$ cat config.mk
export PLATFORM = sky130hd
export DESIGN_NAME = dual_reload_down_timer
export DESIGN_NICKNAME = d
export VERILOG_FILES = /design/src/inc/timer_pkg.sv /design/src/down_count_channel.sv /design/src/dual_reload_down_timer.sv
export SDC_FILE = /design/constraint.sdc
export NUM_CORES = 1
export LEC_CHECK = 0
export BUFFER_PORTS_ARGS = -buffer_cell sky130_fd_sc_hd__clkbuf_2
export CAP_MARGIN = 10
export CELL_PAD_IN_SITES_DETAIL_PLACEMENT = 0
export CELL_PAD_IN_SITES_GLOBAL_PLACEMENT = 1
export CORE_ASPECT_RATIO = 1.75
export CORE_MARGIN = 1
export CORE_UTILIZATION = 44
export CTS_BUF_LIST = sky130_fd_sc_hd__clkbuf_8
export DETAILED_ROUTE_END_ITERATION = 12
export PLACE_DENSITY_LB_ADDON = 0.15
export SLEW_MARGIN = 10
export SYNTH_ARGS = -nofsm -noshare
export SYNTH_HDL_FRONTEND = slang
export SYNTH_HIERARCHICAL = 1
export SYNTH_SLANG_ARGS = --single-unit
$ cat constraint.sdc
create_clock -name MCLK -period 2.85 [get_ports MCLK]
set_input_delay 0.57 -clock MCLK [delete_from_list [all_inputs] [get_ports MCLK]]
set_output_delay 0.57 -clock MCLK [all_outputs]
set_load 0.05 [all_outputs]
$ cat src/inc/timer_pkg.sv
package timer_pkg;
	// byte-wide i/o addresses
	localparam logic [7:0] ADDR_COUNT0_LO = 8'h0c;
	localparam logic [7:0] ADDR_COUNT0_HI = 8'h0d;
	localparam logic [7:0] ADDR_RELOAD0_LO = 8'h0e;
	localparam logic [7:0] ADDR_RELOAD0_HI = 8'h0f;
	localparam logic [7:0] ADDR_CONTROL = 8'h10;
	localparam logic [7:0] ADDR_COUNT1_LO = 8'h14;
	localparam logic [7:0] ADDR_COUNT1_HI = 8'h15;
	localparam logic [7:0] ADDR_RELOAD1_LO = 8'h16;
	localparam logic [7:0] ADDR_RELOAD1_HI = 8'h17;

	localparam int COUNT_W = 16;
	localparam int BYTE_W = 8;
	localparam logic [15:0] COUNT_RESET = 16'hffff;
	localparam logic [15:0] COUNT_LAST = 16'h0001;
	localparam logic [7:0] CONTROL_RESET = 8'h00;
	localparam logic [7:0] RDATA_UNMAPPED = 8'h00;

	// control/status field positions
	localparam int BIT_FLAG1 = 7;
	localparam int BIT_FLAG0 = 6;
	localparam int BIT_IE1 = 5;
	localparam int BIT_IE0 = 4;
	localparam int BIT_SEL_HI = 3;
	localparam int BIT_SEL_LO = 2;
	localparam int BIT_EN1 = 1;
	localparam int BIT_EN0 = 0;

	// count tick is the system clock divided by this
	localparam int PRESCALE_DIV = 20;
	localparam int PRESCALE_W = 5;
	localparam logic [4:0] PRESCALE_LAST = 5'(PRESCALE_DIV - 1);
	localparam logic [4:0] PRESCALE_ZERO = 5'h00;
	localparam logic [4:0] PRESCALE_ONE = 5'h01;

	typedef enum logic [1:0]
	{
		PIN_ADDRESS = 2'b00,
		PIN_TOGGLE = 2'b01,
		PIN_LOW = 2'b10,
		PIN_HIGH = 2'b11
	} pin_mode_e;
endpackage

$ cat src/down_count_channel.sv
module down_count_channel
#(
	parameter int W = timer_pkg::COUNT_W
)
(
	input wire logic clk,
	input wire logic rst_b,
	input wire logic tick,
	input wire logic count_en,
	input wire logic wr_lo,
	input wire logic wr_hi,
	input wire logic [7:0] wdata,
	input wire logic [W-1:0] reload,
	output logic [W-1:0] count,
	output logic zero
);
	logic [W-1:0] count_ff;
	logic [W-1:0] nxt_count;

	// a written zero also reloads on the next tick instead of wrapping
	function automatic logic at_last(input logic [W-1:0] v);
		at_last = (v <= W'(timer_pkg::COUNT_LAST));
	endfunction

	assign zero = tick && count_en && !wr_lo && !wr_hi && at_last(count_ff);
	assign count = count_ff;

	always_comb
	begin
		nxt_count = count_ff;
		if (wr_lo || wr_hi)
		begin
			// software writes win over the tick; meant for a stopped counter
			if (wr_lo)
				nxt_count[timer_pkg::BYTE_W-1:0] = wdata;
			if (wr_hi)
				nxt_count[W-1:timer_pkg::BYTE_W] = wdata[W-timer_pkg::BYTE_W-1:0];
		end
		else if (tick && count_en)
		begin
			if (at_last(count_ff))
				nxt_count = reload;
			else
				nxt_count = count_ff - W'(1);
		end
	end

	always_ff @(posedge clk)
	begin
		if (!rst_b)
			count_ff <= W'(timer_pkg::COUNT_RESET);
		else
			count_ff <= nxt_count;
	end

	a_reload_zero: assert property (@(posedge clk) disable iff (!rst_b)
		zero |=> count_ff == $past(reload))
		else $error("counter did not reload at zero");

	a_stop_hold: assert property (@(posedge clk) disable iff (!rst_b)
		(!count_en && !wr_lo && !wr_hi) |=> count_ff == $past(count_ff))
		else $error("stopped counter changed");

	a_count_step: assert property (@(posedge clk) disable iff (!rst_b)
		(tick && count_en && !wr_lo && !wr_hi && !at_last(count_ff))
		|=> count_ff == $past(count_ff) - W'(1))
		else $error("counter did not decrement by one");
endmodule

$ cat src/dual_reload_down_timer.sv
// Functional notes
// two 16-bit reload values, byte accessible
// counter reloads automatically on reaching zero
// count tick is clock divided by twenty
// zero sets channel flag in bits 7-6
// flag clears after control read, count read
// flag and enable raise interrupt request
// select field picks address, toggle, low, high
// select 00 drives address line on pin
// enable bit runs counter, clear stops it
// reset clears both count enables
// reset: control zero, counts/reloads all ones
// low then high read gives consistent value
// low read latches high byte for later
// software avoids reload between reload byte writes
// software updates reload before next zero
// pin level follows select before first zero
// flags read-only, other control bits writable
// pin action on same tick as reload
module dual_reload_down_timer
(
	input wire logic MCLK,
	input wire logic RST_B,
	input wire logic [7:0] IO_ADDR,
	input wire logic [7:0] IO_WDATA,
	input wire logic IO_WR,
	input wire logic IO_RD,
	output logic [7:0] IO_RDATA,
	input wire logic UPPER_ADDRESS_LINE,
	output logic TIMER_WAVE_PIN,
	output logic IRQ
);
	localparam int CW = timer_pkg::COUNT_W;
	localparam int BW = timer_pkg::BYTE_W;

	logic [timer_pkg::PRESCALE_W-1:0] prescale_ff;
	logic tick;

	logic [1:0] ie_ff;
	logic [1:0] en_ff;
	timer_pkg::pin_mode_e sel_ff;
	logic [1:0] flag_ff;
	logic [1:0] armed_ff;
	logic [1:0][CW-1:0] reload_ff;
	logic [1:0][BW-1:0] hold_ff;
	logic [1:0] hold_vld_ff;
	logic wave_ff;
	logic pin_ff;
	logic [7:0] rdata_ff;

	logic [1:0][CW-1:0] count;
	logic [1:0] zero;
	logic [1:0] wr_cnt_lo;
	logic [1:0] wr_cnt_hi;
	logic [1:0] wr_rld_lo;
	logic [1:0] wr_rld_hi;
	logic [1:0] rd_cnt_lo;
	logic [1:0] rd_cnt_hi;
	logic [1:0] rd_cnt;
	logic wr_ctrl;
	logic rd_ctrl;
	logic [7:0] ctrl_view;
	logic [7:0] nxt_rdata;
	timer_pkg::pin_mode_e wsel;

	function automatic logic hit(input logic [7:0] a, input logic [7:0] r);
		hit = (a == r);
	endfunction

	// one decoded strobe per register; reads and writes act in their cycle
	assign wr_ctrl = IO_WR && hit(IO_ADDR, timer_pkg::ADDR_CONTROL);
	assign rd_ctrl = IO_RD && hit(IO_ADDR, timer_pkg::ADDR_CONTROL);
	assign wr_cnt_lo[0] = IO_WR && hit(IO_ADDR, timer_pkg::ADDR_COUNT0_LO);
	assign wr_cnt_hi[0] = IO_WR && hit(IO_ADDR, timer_pkg::ADDR_COUNT0_HI);
	assign wr_cnt_lo[1] = IO_WR && hit(IO_ADDR, timer_pkg::ADDR_COUNT1_LO);
	assign wr_cnt_hi[1] = IO_WR && hit(IO_ADDR, timer_pkg::ADDR_COUNT1_HI);
	assign wr_rld_lo[0] = IO_WR && hit(IO_ADDR, timer_pkg::ADDR_RELOAD0_LO);
	assign wr_rld_hi[0] = IO_WR && hit(IO_ADDR, timer_pkg::ADDR_RELOAD0_HI);
	assign wr_rld_lo[1] = IO_WR && hit(IO_ADDR, timer_pkg::ADDR_RELOAD1_LO);
	assign wr_rld_hi[1] = IO_WR && hit(IO_ADDR, timer_pkg::ADDR_RELOAD1_HI);
	assign rd_cnt_lo[0] = IO_RD && hit(IO_ADDR, timer_pkg::ADDR_COUNT0_LO);
	assign rd_cnt_hi[0] = IO_RD && hit(IO_ADDR, timer_pkg::ADDR_COUNT0_HI);
	assign rd_cnt_lo[1] = IO_RD && hit(IO_ADDR, timer_pkg::ADDR_COUNT1_LO);
	assign rd_cnt_hi[1] = IO_RD && hit(IO_ADDR, timer_pkg::ADDR_COUNT1_HI);
	assign rd_cnt = rd_cnt_lo | rd_cnt_hi;
	assign wsel = timer_pkg::pin_mode_e'(
		IO_WDATA[timer_pkg::BIT_SEL_HI:timer_pkg::BIT_SEL_LO]);

	// shared prescaler; both channels tick together
	assign tick = (prescale_ff == timer_pkg::PRESCALE_LAST);

	always_ff @(posedge MCLK)
	begin
		if (!RST_B)
			prescale_ff <= timer_pkg::PRESCALE_ZERO;
		else if (tick)
			prescale_ff <= timer_pkg::PRESCALE_ZERO;
		else
			prescale_ff <= prescale_ff + timer_pkg::PRESCALE_ONE;
	end

	genvar ch;
	generate
		for (ch = 0; ch < 2; ch++)
		begin : g_chan
			down_count_channel #(.W(CW)) u_chan
			(
				.clk(MCLK),
				.rst_b(RST_B),
				.tick(tick),
				.count_en(en_ff[ch]),
				.wr_lo(wr_cnt_lo[ch]),
				.wr_hi(wr_cnt_hi[ch]),
				.wdata(IO_WDATA),
				.reload(reload_ff[ch]),
				.count(count[ch]),
				.zero(zero[ch])
			);
		end
	endgenerate

	// writable control fields; the two flag bits ignore writes
	always_ff @(posedge MCLK)
	begin
		if (!RST_B)
		begin
			ie_ff <= timer_pkg::CONTROL_RESET[timer_pkg::BIT_IE1:timer_pkg::BIT_IE0];
			en_ff <= timer_pkg::CONTROL_RESET[
				timer_pkg::BIT_EN1:timer_pkg::BIT_EN0];
			sel_ff <= timer_pkg::PIN_ADDRESS;
		end
		else if (wr_ctrl)
		begin
			ie_ff <= IO_WDATA[timer_pkg::BIT_IE1:timer_pkg::BIT_IE0];
			en_ff <= IO_WDATA[timer_pkg::BIT_EN1:timer_pkg::BIT_EN0];
			sel_ff <= wsel;
		end
	end

	// reload values, one byte at a time
	always_ff @(posedge MCLK)
	begin
		if (!RST_B)
		begin
			reload_ff[0] <= timer_pkg::COUNT_RESET;
			reload_ff[1] <= timer_pkg::COUNT_RESET;
		end
		else
		begin
			for (int i = 0; i < 2; i++)
			begin
				if (wr_rld_lo[i])
					reload_ff[i][BW-1:0] <= IO_WDATA;
				if (wr_rld_hi[i])
					reload_ff[i][CW-1:BW] <= IO_WDATA;
			end
		end
	end

	// a control read arms the clear; the next count read of that channel
	// performs it. a zero in the same cycle wins, so no event is lost.
	always_ff @(posedge MCLK)
	begin
		if (!RST_B)
		begin
			flag_ff <= 2'b00;
			armed_ff <= 2'b00;
		end
		else
		begin
			for (int i = 0; i < 2; i++)
			begin
				if (zero[i])
					flag_ff[i] <= 1'b1;
				else if (armed_ff[i] && rd_cnt[i])
					flag_ff[i] <= 1'b0;
				if (rd_ctrl)
					armed_ff[i] <= 1'b1;
				else if (rd_cnt[i])
					armed_ff[i] <= 1'b0;
			end
		end
	end

	// high byte latched by a low read so a running count reads consistently
	always_ff @(posedge MCLK)
	begin
		if (!RST_B)
		begin
			hold_ff <= '0;
			hold_vld_ff <= 2'b00;
		end
		else
		begin
			for (int i = 0; i < 2; i++)
			begin
				if (rd_cnt_lo[i])
				begin
					hold_ff[i] <= count[i][CW-1:BW];
					hold_vld_ff[i] <= 1'b1;
				end
				else if (rd_cnt_hi[i])
					hold_vld_ff[i] <= 1'b0;
			end
		end
	end

	assign ctrl_view = {flag_ff[1], flag_ff[0], ie_ff[1], ie_ff[0],
		sel_ff, en_ff[1], en_ff[0]};

	// a lone high read (no prior low read) returns the live high byte
	always_comb
	begin
		nxt_rdata = timer_pkg::RDATA_UNMAPPED;
		case (IO_ADDR)
			timer_pkg::ADDR_CONTROL:
				nxt_rdata = ctrl_view;
			timer_pkg::ADDR_COUNT0_LO:
				nxt_rdata = count[0][BW-1:0];
			timer_pkg::ADDR_COUNT0_HI:
				nxt_rdata = hold_vld_ff[0] ? hold_ff[0] : count[0][CW-1:BW];
			timer_pkg::ADDR_COUNT1_LO:
				nxt_rdata = count[1][BW-1:0];
			timer_pkg::ADDR_COUNT1_HI:
				nxt_rdata = hold_vld_ff[1] ? hold_ff[1] : count[1][CW-1:BW];
			timer_pkg::ADDR_RELOAD0_LO:
				nxt_rdata = reload_ff[0][BW-1:0];
			timer_pkg::ADDR_RELOAD0_HI:
				nxt_rdata = reload_ff[0][CW-1:BW];
			timer_pkg::ADDR_RELOAD1_LO:
				nxt_rdata = reload_ff[1][BW-1:0];
			timer_pkg::ADDR_RELOAD1_HI:
				nxt_rdata = reload_ff[1][CW-1:BW];
			default:
				nxt_rdata = timer_pkg::RDATA_UNMAPPED;
		endcase
	end

	always_ff @(posedge MCLK)
	begin
		if (!RST_B)
			rdata_ff <= timer_pkg::RDATA_UNMAPPED;
		else if (IO_RD)
			rdata_ff <= nxt_rdata;
	end

	assign IO_RDATA = rdata_ff;

	// waveform level: a control write selecting low or high sets the starting level, channel 1
	// zero applies the action. the write wins if both land together.
	always_ff @(posedge MCLK)
	begin
		if (!RST_B)
			wave_ff <= 1'b0;
		else if (wr_ctrl)
		begin
			case (wsel)
				timer_pkg::PIN_LOW: wave_ff <= 1'b0;
				timer_pkg::PIN_HIGH: wave_ff <= 1'b1;
				default: wave_ff <= wave_ff;
			endcase
		end
		else if (zero[1])
		begin
			case (sel_ff)
				timer_pkg::PIN_TOGGLE: wave_ff <= !wave_ff;
				timer_pkg::PIN_LOW: wave_ff <= 1'b0;
				timer_pkg::PIN_HIGH: wave_ff <= 1'b1;
				default: wave_ff <= wave_ff;
			endcase
		end
	end

	// registered pin costs one clock of address delay but keeps it glitch free
	always_ff @(posedge MCLK)
	begin
		if (!RST_B)
			pin_ff <= 1'b0;
		else if (sel_ff == timer_pkg::PIN_ADDRESS)
			pin_ff <= UPPER_ADDRESS_LINE;
		else
			pin_ff <= wave_ff;
	end

	assign TIMER_WAVE_PIN = pin_ff;
	assign IRQ = |(flag_ff & ie_ff);

	a_tick_period: assert property (@(posedge MCLK) disable iff (!RST_B)
		tick |=> !tick [*8] ##12 tick)
		else $error("count tick period is not twenty clocks");

	a_flag_set: assert property (@(posedge MCLK) disable iff (!RST_B)
		zero[0] |=> flag_ff[0] && (IRQ || !ie_ff[0]))
		else $error("zero did not set channel 0 flag");

	a_flag_clear: assert property (@(posedge MCLK) disable iff (!RST_B)
		(rd_ctrl ##1 (rd_cnt[1] && !zero[1] && !rd_ctrl)) |=> !flag_ff[1])
		else $error("flag 1 not cleared by control then count read");

	a_flag_keep: assert property (@(posedge MCLK) disable iff (!RST_B)
		(flag_ff[0] && !(armed_ff[0] && rd_cnt[0])) |=> flag_ff[0])
		else $error("flag 0 lost without clearing sequence");

	a_irq_level: assert property (@(posedge MCLK) disable iff (!RST_B)
		(flag_ff[1] && ie_ff[1]) || (flag_ff[0] && ie_ff[0]) |-> IRQ)
		else $error("interrupt request missing");

	a_pin_addr: assert property (@(posedge MCLK) disable iff (!RST_B)
		sel_ff == timer_pkg::PIN_ADDRESS
		|=> TIMER_WAVE_PIN == $past(UPPER_ADDRESS_LINE))
		else $error("pin does not follow address line");

	a_pin_toggle: assert property (@(posedge MCLK) disable iff (!RST_B)
		(zero[1] && !wr_ctrl && sel_ff == timer_pkg::PIN_TOGGLE)
		|=> wave_ff != $past(wave_ff) ##1 TIMER_WAVE_PIN == $past(wave_ff))
		else $error("pin did not toggle at channel 1 zero");

	a_pin_start: assert property (@(posedge MCLK) disable iff (!RST_B)
		(wr_ctrl && wsel == timer_pkg::PIN_HIGH) |=> ##1 TIMER_WAVE_PIN)
		else $error("forced high level not applied");

	a_hold_read: assert property (@(posedge MCLK) disable iff (!RST_B)
		(rd_cnt_lo[0] ##1 (rd_cnt_hi[0] && !rd_cnt_lo[0]))
		|=> IO_RDATA == $past(count[0][CW-1:BW], 2))
		else $error("high byte read not from latched value");

	a_reset_vals: assert property (@(posedge MCLK)
		!RST_B |=> count[0] == timer_pkg::COUNT_RESET
		&& reload_ff[1] == timer_pkg::COUNT_RESET && en_ff == 2'b00
		&& flag_ff == 2'b00)
		else $error("reset values wrong");
endmodule

# == Yosys cells after proc, flatten, opt, wreduce, memory -nomap -nowiden ==
# Index checks and enable logic that the tools add are counted.
# totals
regBits,107
inputBits,21
out_inout_bits,10
elab_cells,130
# op_classes
addsub,3
order_cmp,2
eq_ne,20
n_mux,30
bitwise,3
reduce_logical,49
# op_table
cell,n
$mux W16,6
$pmux W8 S9,1
$mux W8,6
$eq A8 B5 Y1 const B,5
$eq A8 B4 Y1 const B,4
$le A16 B1 Y1 const B,2
$sub A16 B1 Y16 const B,2
$logic_and A1 B1 Y1,24
$reduce_bool A2 Y1,9
$mux W1,15
$eq A2 B2 Y1 const B,4
$ne A2 B1 Y1 const B,4
$reduce_and A2 Y1,4
$add A5 B1 Y5 const B,1
$eq A5 B5 Y1 const B,1
$logic_not A1 Y1,5
$reduce_bool A4 Y1,1
$reduce_or A2 Y1,2
$ne A3 B1 Y1 const B,1
$pmux W1 S3,1
$reduce_and A3 Y1,1
$and A2 B2 Y2,1
$eq A2 B1 Y1 const B,1
$logic_not A2 Y1,1
4 further kinds,5

# == Longest topological paths before layout ==
# Gate-level depths: netlist of the first run.
# depth
depth_word,8
mapped_depth,12
mapped_depth_nobuf,9

# == Modules after synthesis ==
# The synthesis of the first run kept the hierarchy.
# modules_own_cells
module,n_inst,cells_per_inst,area_per_inst_um2,seq_area_each_um2
dual_reload_down_timer,1,400,3852.4,1501.4
down_count_channel,2,164,1223.7,320.3

# == Least setup slack after synthesis of the first run ==
# Ideal clock, no wire load.
# synth_timing
kind,input-to-reg
start,in IO_ADDR[7]
end,reg g_chan[1].u_chan.count_ff[9]
setup_ns,0.127
t_arrival_ns,2.771
required_ns,2.723
path_slack_ns,-0.049
cell_stages,11
n_path_buf,2
path_cell_list,or4b_4 -> buf_2 -> nor2_1 -> nand2_1 -> nor2_1 -> clkbuf_1 -> nand3b_1 -> nand3_1 -> a21o_1 -> o311ai_0 -> o22ai_1
# synth_via
elab_chain_cells,5
word_cells_on_any_way,9
classes_between,eq/ne: 3; mux: 1; reduce/logical: 5
# synth_lines
element,line,source
start: declaration,dual_reload_down_timer.sv:24,"input wire logic [7:0] IO_ADDR,"
$eq A8 B5 Y1 *,dual_reload_down_timer.sv:67,hit = (a == r);
$logic_and A1 B1 Y1 *,dual_reload_down_timer.sv:75,"assign wr_cnt_lo[1] = IO_WR && hit(IO_ADDR, timer_pkg::ADDR_COUNT1_LO);"
via wr_cnt_lo[1],dual_reload_down_timer.sv:53,logic [1:0] wr_cnt_lo;
$logic_or A1 B1 Y1 *,down_count_channel.sv:31,if (wr_lo || wr_hi)
$ne A2 B1 Y1 (no source line) or $reduce_bool A2 Y1 (tied branches),n/a,
$reduce_and A2 Y1 (no source line),n/a,
end signal: assignment,down_count_channel.sv:51,count_ff <= W'(timer_pkg::COUNT_RESET);
end signal: assignment,down_count_channel.sv:53,count_ff <= nxt_count;
end: declaration,down_count_channel.sv:17,logic [W-1:0] count_ff;
# Mark *: on every way through the listed nets, which the timed path passes. The rest lies on a longest branch.
# A chain may end at the register's enable or synchronous reset.

# == Worst setup path in the final report of the first run ==
# layout_timing
start,reg g_chan[0].u_chan.count_ff[6]
end,reg g_chan[0].u_chan.count_ff[6]
# layout_via
elab_chain_cells,4
word_cells_on_any_way,5
classes_between,add/sub: 1; order compare: 1; mux: 3
# layout_lines
element,line,source
start: declaration,down_count_channel.sv:17,
start signal: assignment,down_count_channel.sv:51,
start signal: assignment,down_count_channel.sv:53,
$sub A16 B1 Y16 or $le A16 B1 Y1 (tied branches),"down_count_channel.sv:44, down_count_channel.sv:22",
$mux W16 *,down_count_channel.sv:41,if (at_last(count_ff))
$mux W16 *,down_count_channel.sv:39,else if (tick && count_en)
$mux W16 *,down_count_channel.sv:31,
# Every way passes the cells marked *; elsewhere a longest branch is shown, timed or not. The select of a mux whose other input is x is not followed.

==> results.toml, run 1 <==
[floorplanning]
floorplan_die_area_um2 = 14800
fp.dieW_um = 92.5
num_io_pins = 31
core_um2 = 13900
die_height_um = 160
starting_utilization_of_the_core_area = 0.453
row_count = 57

[global_routing]
grt_max_degree = 33
met2_usage = 0.525
grt_antenna_before_repair = 0
top_usage_layer = "met2"
grt_pass1_vias = 5862
grt_util_met3 = 0.0350
global_route.usage.total = 0.297
grt_util_met1 = 0.315
grt_remaining_overflow = 0
grt_pass1_wl_um = 33000

[sta]
final-hold-violation-count = 0
fin_ws_ns = 0.306
slew-limit-headroom = 0.471
fin_skew_ns = 0.00739
fin_crit_sh = 0.893
final_max_slew_viol_count = 0
fin_tns_setup_ns = 0
max_freq_mhz = 393
rsz0062_at_grt = "no"
setup_violations = 0
timing_worst_slew_pin_value_ns = 0.789
final.min_clock_period_ns = 2.54

[route]
drt-wirelength-per-cell_um = 22.4
detail_route.first_pass.iterations = 4
post-route-drc-count = 0
detail_route.iter0.violations = 317
vias_per_cell = 6.19
antenna_left = 0
postRouteWirelength_um = 21500
detailroute.via_count = 5926

[cts]
cts.repair_timing.setup_buffer_count = 0
tritoncts = "yes"
clk_pin_slew_worst_paths_ns = 0.11
cts_inserted_buffers = 9
clock_sinks = 107
post_cts.resized_instances = 0
root_buffer = "clkbuf_8"
cts_hold_repair.buffers = 0
cts_max_level = 3
clkLatencyLatePin_ns = 0.38
clock_path_buffers = 2

[setup_path]
timing.critical_path.required_ns = 3.10
reg2reg_slack_ns = 0.31
crit_path_start_kind = "register"
r2r-end = "g_chan[0].u_chan/count[6]"
worst_ep_arrival_time_ns = 2.80
critical_path.endpoint_type = "register"
timing_worst_setup_path_type = "register to register"
worstPathMaxFanout = 9
r2r_start = "g_chan[0].u_chan/count[6]"
reg2regPathDepth = 6

[status]
run_status = "complete, no violations"

[place]
placed_cells_incl_taps = 942
placed_cell_area_um2 = 6880
dp_slack_ns = 0.150
gp_routability_congestion = 0.957
detailed_place_hpwl_um = 16600
place.port_buffers = 30

[min_path]
end_point_of_the_most_critical_hold_path = "TIMER_WAVE_PIN"
hold_path.class = "input pin to register"
startpoint_of_the_lowest_slack_hold_path = "UPPER_ADDRESS_LINE"
hold-path-cell-count = 3

[final_layout]
post_route_cells_drive_above_1_share = 0.174
multi_input_comb_area_um2 = 3930
n_antenna_cell = 0
syn2layout_area_growth_pct = 11.9
final_nets = 802
fillerInstances = 1377
fin_cells = 957
post-route-cell-area_um2 = 7050
sequential_cell_area_um2 = 2140

[logic_synthesis]
syn_avg_cell_area_um2 = 8.65
syn_area_um2 = 6300
synthArstFlopShare = 0
ys_types = 69
synthesis.instances = 728
synth_seq_area_share = 0.340
synth-main-ff-cell = "dfxtp_1"
synth_enable_flop_cells = 0
mappedNetlistNets = 754
postSynthRegisterBits = 107
synth-warning-count = 6

[pwr]
pwr_density_cell_nw_per_um2 = 372
peakVddDrop_mv = 0.246
fin_total_pwr_mw = 2.62
static-leakage-power_nw = 2.79

[job]
max_cap_violations = 0
## logic make-up (layout without fill, tap and decap cells)
group                    after synthesis  after routing  share of synthesized area
flip-flops                           107            107                      0.340
multiplexers                          94             94                      0.158
adder cells (fa/ha/maj)                5              5                    0.00993
AO/OA/AOI/OAI                        170            170                      0.195
buffers and inverters                 58            110                     0.0361
AND/OR/NAND/NOR                      278            278                      0.239
XOR/XNOR                              16             16                     0.0222
## per-layer routing
layer  share of wire  routed length (µm)
met5               0                   0
met4           0.077                1660
met3           0.028                 593
met2            0.52               11200
met1            0.37                8050
## where the power goes
part,total (mW),switching [mW],internal [mW]
sequential,1.51,0.00706,1.50
clock,0.892,0.566,0.326
combinational,0.220,0.149,0.0714
## layout by cell type (no fill, tap or decap), drive strengths merged, types with 14 or more instances in the layout
cell type	instances
o21ai	20
nand3	23
dfxtp	107
a21oi	27
nor2b	31
buf	51
clkbuf	38
mux2i	79
nor2	48
a31oi	14
inv	18
nand2	84
## layout make-up
cell class	instances	share of cell area
clock buffer	9	0.0176
clock inverter	6	0.00710
inverter	15	0.00798
multi-input combinational	563	0.558
sequential	107	0.304
tap	177	0.0314
timing repair buffer	80	0.0745
## state kept, by name, summed over array words and instances (netlist names), 2 cells and up
| register | flops |
|---|---|
| IO_RDATA | 8 |
| prescale_ff | 5 |
| en_ff | 2 |
| reload_ff | 32 |
| ie_ff | 2 |
| hold_ff | 16 |
| flag_ff | 2 |
| sel_ff | 2 |
| g_chan.u_chan/count | 32 |
| hold_vld_ff | 2 |
| armed_ff | 2 |
## worst max path at each step
stage	startpoint	endpoint	slack, ns
after floorplan	IO_ADDR[7]	g_chan[1].u_chan/count[9]	0.04
after global placement	IO_ADDR[7]	g_chan[1].u_chan/count[11]	0.23
after detailed placement	IO_ADDR[5]	g_chan[0].u_chan/count[11]	0.15
after CTS	g_chan[0].u_chan/count[5]	g_chan[0].u_chan/count[6]	0.36
after global routing	g_chan[0].u_chan/count[6]	g_chan[0].u_chan/count[6]	0.26
final	g_chan[0].u_chan/count[6]	g_chan[0].u_chan/count[6]	0.31
## Yosys cell counts (4+ instances only)
library cell  number  share of area
dfxtp_1          107           0.34
nand2_1           84          0.050
mux2i_1           79           0.13
nor2_1            47          0.028
clkbuf_1          32          0.019
nor2b_1           31          0.031
a21oi_1           27          0.021
nand3_1           20          0.016
o21ai_0           18          0.014
inv_1             15         0.0089
a31oi_1           14          0.014
mux2_2            12          0.021
nor4_1            12          0.012
o211ai_1          11          0.013
nor3_1            10         0.0079
o2111ai_1         10          0.014
xor2_1            10          0.014
and2_1             9         0.0089
o221ai_1           9          0.013
a21boi_0           8         0.0095
buf_2              8         0.0064
nand3b_1           8         0.0095
or3_1              7         0.0070
a211oi_1           6         0.0071
a21o_1             6         0.0071
and3_1             6         0.0060
o22ai_1            6         0.0060
o2bb2ai_1          6         0.0083
o31ai_1            6         0.0071
or4_1              6         0.0071
xnor2_1            6         0.0083
ha_1               5         0.0099
nand2b_1           5         0.0050
a2bb2oi_1          4         0.0056
o22a_1             4         0.0056
o311ai_0           4         0.0056
o31a_1             4         0.0056
or2_2              4         0.0040
## through the flow
stage / utilization / hold slack, ns
CTS: 0.507 / 0.402
global route: 0.507 / 0.410
floorplan: - / 0.418
global placement: 0.495 / 0.428
finish: 0.507 / 0.418
detailed placement: 0.495 / 0.440
## critical path, cell delays in order (launching register included)
cell	delay, ns
dfxtp_1	0.39
or4_1	0.64
nor2_1	0.47
nand3_2	0.36
buf_4	0.29
mux2i_1	0.15
o2111ai_1	0.11
Note: power is estimated with default switching activity, not from simulation.
==> inputs of run 2 (changes only) <==
--- a/config.mk
+++ b/config.mk
@@ -18,5 +18,4 @@
 export SLEW_MARGIN = 10
 export SYNTH_ARGS = -nofsm -noshare
 export SYNTH_HDL_FRONTEND = slang
-export SYNTH_HIERARCHICAL = 1
 export SYNTH_SLANG_ARGS = --single-unit
==> run 2 against run 1 <==
  * Clock-buffer cell count did not move
  * Fmax fell by 1.0%
  * Register-to-register slack got worse by 0.03 ns
  * Clock skew rose by 0.0082 ns
  * Highest routed layer unchanged
  * Critical path type unchanged
  * Critical endpoint is now g_chan[0].u_chan.count[12]
  * Total power fell by 0.62%
  * Combinational power fell by 29%
==> results.toml, run 2 <==
[pwr]
pwr_density_cell_nw_per_um2 = 384
peakVddDrop_mv = 0.244
static-leakage-power_nw = 2.56
fin_total_pwr_mw = 2.61

[floorplanning]
die_height_um = 158
row_count = 56
num_io_pins = 31
starting_utilization_of_the_core_area = 0.454
floorplan_die_area_um2 = 14400
fp.dieW_um = 91.1
core_um2 = 13500

[sta]
setup_violations = 0
slew-limit-headroom = 0.533
max_freq_mhz = 389
fin_ws_ns = 0.279
final_max_slew_viol_count = 0
timing_worst_slew_pin_value_ns = 0.694
worst_hold_slack_ns = 0.390
fin_crit_sh = 0.902
fin_skew_ns = 0.0156
rsz0062_at_grt = "no"
fin_tns_setup_ns = 0
final-hold-violation-count = 0
final.min_clock_period_ns = 2.57

[logic_synthesis]
leading_cell_types_by_total_area_after_synthesis = "dfxtp_1 (35%), mux2i_1 (12%), nand2_1 (5.0%)"
synth-compound-area-share = 0.218
muxShareOfSynthArea = 0.138
synth-main-ff-cell = "dfxtp_1"
synthesis.instances = 741
syn_area_um2 = 6110
yosys.area.top_type = "dfxtp_1"
ys_types = 63
synth_xor_xnor_area_share = 0.0258
largest_family_of_logic_cells_by_synthesized_area = "compound AO/OA/AOI/OAI gates"
post-synth-top-count-cell = "dfxtp_1"
synthArstFlopShare = 0
synth_seq_area_share = 0.351
syn_avg_cell_area_um2 = 8.25
synth_common_cells = "dfxtp_1 (107), nand2_1 (81), mux2i_1 (74), nor2_1 (59), a21oi_1 (48)"
synth_simple_gate_area_frac = 0.208
postSynthRegisterBits = 107
synth-warning-count = 0
mappedNetlistNets = 767
synth_adder_area_share = 0.0102
synth_enable_flop_cells = 0
yosys.area.top_type_share = 0.351

[cts]
post_cts.resized_instances = 0
cts.repair_timing.setup_buffer_count = 0
clock_sinks = 107
cts_inserted_buffers = 9
root_buffer = "clkbuf_8"
tritoncts = "yes"
clk_pin_slew_worst_paths_ns = 0.12
clkLatencyLatePin_ns = 0.38
cts_max_level = 3
cts_hold_repair.buffers = 0
clock_path_buffers = 2

[setup_path]
timing_worst_setup_path_type = "register to register"
r2r_start = "g_chan[0].u_chan.count[2]"
reg2regPathDepth = 6
r2r-end = "g_chan[0].u_chan.count[12]"
crit_path_start_kind = "register"
worstPathMaxFanout = 13
critical_path.endpoint_type = "register"
worst_ep_arrival_time_ns = 2.88
timing.critical_path.required_ns = 3.16
reg2reg_slack_ns = 0.28

[route]
vias_per_cell = 6.26
postRouteWirelength_um = 22200
detail_route.first_pass.iterations = 5
drt-wirelength-per-cell_um = 23.5
detailroute.via_count = 5918
detail_route.iter0.violations = 417
post-route-drc-count = 0
antenna_left = 0

[place]
place.port_buffers = 30
dp_slack_ns = 0.260
detailed_place_hpwl_um = 16900
placed_cells_incl_taps = 930
placed_cell_area_um2 = 6590
gp_routability_congestion = 1.02

[global_routing]
grt_pass1_wl_um = 33600
grt_pass1_vias = 5843
grt_remaining_overflow = 0
grt_antenna_before_repair = 0
global_route.usage.total = 0.316
grt_max_degree = 64

[final_layout]
commonest_non_fill_non_tap_cell_in_the_layout = "dfxtp_1"
fillerInstances = 1394
n_antenna_cell = 0
final_core_utilization = 0.504
mostFrequentLayoutCells = "dfxtp_1 (107), nand2_1 (81), mux2i_1 (74)"
post_route_cells_drive_above_1_share = 0.155
post-route-cell-area_um2 = 6780
final_nets = 793
syn2layout_area_growth_pct = 11.0
fin_cells = 946

[min_path]
end_point_of_the_most_critical_hold_path = "TIMER_WAVE_PIN"
hold_path.class = "input pin to register"
hold-path-cell-count = 3
startpoint_of_the_lowest_slack_hold_path = "UPPER_ADDRESS_LINE"

[status]
run_status = "complete, no violations"

[job]
max_cap_violations = 0
==> run 2: cell types whose count changed after synthesis, sizes merged, moves of 8 or more <==
cell	before	now
nor2b	31	5
a21oi	27	48
nor3	13	32
o21ai	20	38
a41oi	0	16
clkbuf	32	47
a31oi	14	1
nor2	48	61
o2111ai	10	0
o211ai	11	19
==> run 2: final cells by class <==
| class | instances | area [µm²] | share of cell area |
|---|---|---|---|
| clock buffers | 9 | 124 | 0.0183 |
| clock inverters | 7 | 71.3 | 0.0105 |
| inverters | 17 | 63.8 | 0.00941 |
| multi-input cells | 557 | 3660 | 0.540 |
| flip-flops and latches | 107 | 2140 | 0.316 |
| well taps | 174 | 218 | 0.0321 |
| repair buffers | 75 | 500 | 0.0738 |
==> run 2: power breakdown <==
part | leakage (nW) | internal [mW] | switching, mW
registers | 0.865 | 1.50 | 0.00490
clock network | 0.0926 | 0.343 | 0.602
logic | 1.61 | 0.0457 | 0.111
==> run 2: routing by layer <==
layer  wire length (µm)  global-route usage  up-vias
met5                  0                   0        -
met4               1710               0.241        0
met1               7730               0.302     2831
li1                   -                   -     2798
met2              11900               0.612      202
met3                838              0.0336       87
==> run 2: worst max-delay path: stages, from the launching register on <==
cell	delay, ns
dfxtp_1	0.32
or4_1	0.66
or3_1	0.58
nor2_1	0.39
buf_4	0.21
o211ai_1	0.11
a41oi_1	0.22
==> run 2: cells by family after synthesis <==
kind of cell	count (synthesis)
DFF	107
xor gates and xnor gates	18
buffers and inverters	77
AOI/OAI and AO/OA	191
muxes	83
adders and majority gates	5
and+or+nand+nor	260
==> run 2: worst max path at each step <==
stage / slack [ns] / startpoint / end / cells past startpoint
after floorplan: 0.48 / IO_ADDR[5] / g_chan[1].u_chan.count[15] / 6
after global placement: 0.28 / IO_ADDR[5] / g_chan[1].u_chan.count[9] / 7
after detailed placement: 0.26 / IO_ADDR[5] / g_chan[1].u_chan.count[9] / 7
after CTS: 0.32 / g_chan[0].u_chan.count[2] / g_chan[0].u_chan.count[12] / 6
after global routing: 0.15 / g_chan[0].u_chan.count[2] / g_chan[0].u_chan.count[12] / 6
final: 0.28 / g_chan[0].u_chan.count[2] / g_chan[0].u_chan.count[12] / 6
==> inputs of run 3 (changes only) <==
--- a/config.mk
+++ b/config.mk
@@ -13,8 +13,10 @@
 export CORE_MARGIN = 1
 export CORE_UTILIZATION = 44
 export CTS_BUF_LIST = sky130_fd_sc_hd__clkbuf_8
+export CTS_CLUSTER_SIZE = 20
 export DETAILED_ROUTE_END_ITERATION = 12
-export PLACE_DENSITY_LB_ADDON = 0.15
+export GPL_TIMING_DRIVEN = 0
+export PLACE_DENSITY = 0.87
 export SLEW_MARGIN = 10
 export SYNTH_ARGS = -nofsm -noshare
 export SYNTH_HDL_FRONTEND = slang
==> run 3 against run 2 <==
  * Worst hold slack worse by 0.0078 ns
  * Fmax down 5.9%
  * Sequential power about the same
  * Clock power down 2%
  * Core utilization down 0.79 points
  * Final area down 1.6%
  * Non-clock buffer count up 8
  * Register-to-register slack worse by 0.16 ns
  * Clock-buffer cell count unchanged
  * Via count up 4.1%
  * Global-route usage up 0.78 points
  * Largest power group unchanged
==> results.toml, run 3 (synthesized netlist as in run 2, its figures left out) <==
[global_routing]
grt_remaining_overflow = 0
grt_pass1_wl_um = 34300
grt_antenna_before_repair = 0
grt_pass1_vias = 5966
grt_max_degree = 20
global_route.usage.total = 0.324

[min_path]
hold_path.class = "input pin to register"
end_point_of_the_most_critical_hold_path = "TIMER_WAVE_PIN"
hold-path-cell-count = 3
startpoint_of_the_lowest_slack_hold_path = "UPPER_ADDRESS_LINE"

[place]
gp_routability_congestion = 1.02
detailed_place_hpwl_um = 17900
placed_cells_incl_taps = 939
dp_slack_ns = -0.328
placed_cell_area_um2 = 6450
place.port_buffers = 24

[final_layout]
fin_cells = 954
mostFrequentLayoutCells = "dfxtp_1 (107), nand2_1 (81), mux2i_1 (74)"
final_nets = 801
post_route_cells_drive_above_1_share = 0.108
syn2layout_area_growth_pct = 9.26
n_antenna_cell = 0
post-route-cell-area_um2 = 6680
commonest_non_fill_non_tap_cell_in_the_layout = "dfxtp_1"

[setup_path]
r2r_start = "g_chan[1].u_chan.count[1]"
crit_path_start_kind = "register"
reg2reg_slack_ns = 0.12
r2r-end = "g_chan[1].u_chan.count[3]"
timing_worst_setup_path_type = "register to register"
critical_path.endpoint_type = "register"
worstPathMaxFanout = 10
reg2regPathDepth = 8
first_element_of_the_critical_path = "g_chan[1].u_chan.count[1]"
worst_ep_arrival_time_ns = 3.05
timing.critical_path.required_ns = 3.17

[cts]
cts_inserted_buffers = 9
root_buffer = "clkbuf_8"
cts_max_level = 3
clock_path_buffers = 2
clkLatencyLatePin_ns = 0.40
tritoncts = "yes"
clock_sinks = 107
cts_hold_repair.buffers = 0
clk_pin_slew_worst_paths_ns = 0.12

[sta]
slew-limit-headroom = 0.446
fin_skew_ns = 0.0175
fin_crit_sh = 0.959
final-hold-violation-count = 0
final_max_slew_viol_count = 0
fin_tns_setup_ns = 0
timing_worst_slew_pin_value_ns = 0.824
max_freq_mhz = 366
setup_violations = 0
final.min_clock_period_ns = 2.73
worst_hold_slack_ns = 0.382
fin_ws_ns = 0.118

[floorplanning]
core_um2 = 13500
floorplan_die_area_um2 = 14400
row_count = 56
fp.dieW_um = 91.1
die_height_um = 158
num_io_pins = 31
starting_utilization_of_the_core_area = 0.454

[route]
detail_route.iter0.violations = 453
antenna_left = 0
vias_per_cell = 6.46
drt-wirelength-per-cell_um = 24.1
postRouteWirelength_um = 23000
post-route-drc-count = 0
detail_route.first_pass.iterations = 5
detailroute.via_count = 6162

[pwr]
static-leakage-power_nw = 2.44
total_switching_power_uw = 716
share_seq_of_total_power = 0.580
power_frac_comb = 0.063
power.internal_mw = 1.88
pwr_density_cell_nw_per_um2 = 389
clock_share_of_power = 0.356
swShare = 0.276
peakVddDrop_mv = 0.189

[job]
max_cap_violations = 0

[status]
run_status = "complete, no violations"
[run 3: changes by cell type in the layout (fill, tap and decap cells not counted), moves of 4 or more]
cell / change
buf_1: +5
buf_2: +7
clkbuf_2: -4
buf_4: -44
clkbuf_1: +44
[run 3: worst max path at each step]
stage	end	slack, ns	depth (start not counted)
after floorplan	g_chan[1].u_chan.count[15]	0.48	6
after detailed placement	g_chan[0].u_chan.count[14]	-0.33	7
after global routing	g_chan[1].u_chan.count[3]	-0.001	8
after CTS	g_chan[1].u_chan.count[10]	0.01	7
final	g_chan[1].u_chan.count[3]	0.12	8
after global placement	g_chan[0].u_chan.count[14]	-0.39	7
[run 3: routing by layer]
layer | vias up | share of wire | global-route usage
met3 | 97 | 0.048 | 0.0471
met4 | 0 | 0.093 | 0.296
met5 | - | 0 | 0
met1 | 2985 | 0.34 | 0.312
met2 | 272 | 0.52 | 0.592
li1 | 2808 | - | -
[run 3: layout make-up]
cell class	instances	area, µm²
Sequential cell	107	2140
Clock buffer	9	124
Timing Repair Buffer	24	120
Inverter	17	63.8
Multi-Input combinational cell	557	3710
Tap cell	174	218
Fill cell	1366	6780
Clock inverter	7	61.3
Buffer	59	240
[run 3: metrics by stage]
stage           util  total power, mW
4_1_cts        0.494             2.61
6_report       0.496             2.59
5_1_grt        0.496             2.68
2_1_floorplan      -             1.63
3_3_place_gp   0.479             1.70
3_5_place_dp   0.479             1.70
[run 3: worst max-delay path, cell delays in order, from the launching register on]
cell      delay [ns]
dfxtp_1         0.51
inv_1           0.13
ha_1            0.30
o21ai_1         0.31
or2_2           0.17
clkbuf_1        0.45
clkbuf_2        0.38
o211ai_1        0.14
a41oi_1         0.27
[run 3: power groups by stage]
stage | sequential (mW) | clock, mW | combinational, mW
final | 1.51 | 0.925 | 0.164
after global routing | 1.51 | 0.996 | 0.173
after CTS | 1.51 | 0.944 | 0.159
after detailed placement | 1.54 | 0 | 0.159
after global placement | 1.54 | 0 | 0.157
after floorplan | 1.54 | 0 | 0.0861
[run 3: timing repair]
item | CTS | global route
resized for setup | 4 | 9
endpoints found under the setup margin | 26 | 22
setup buffers | 0 | 0
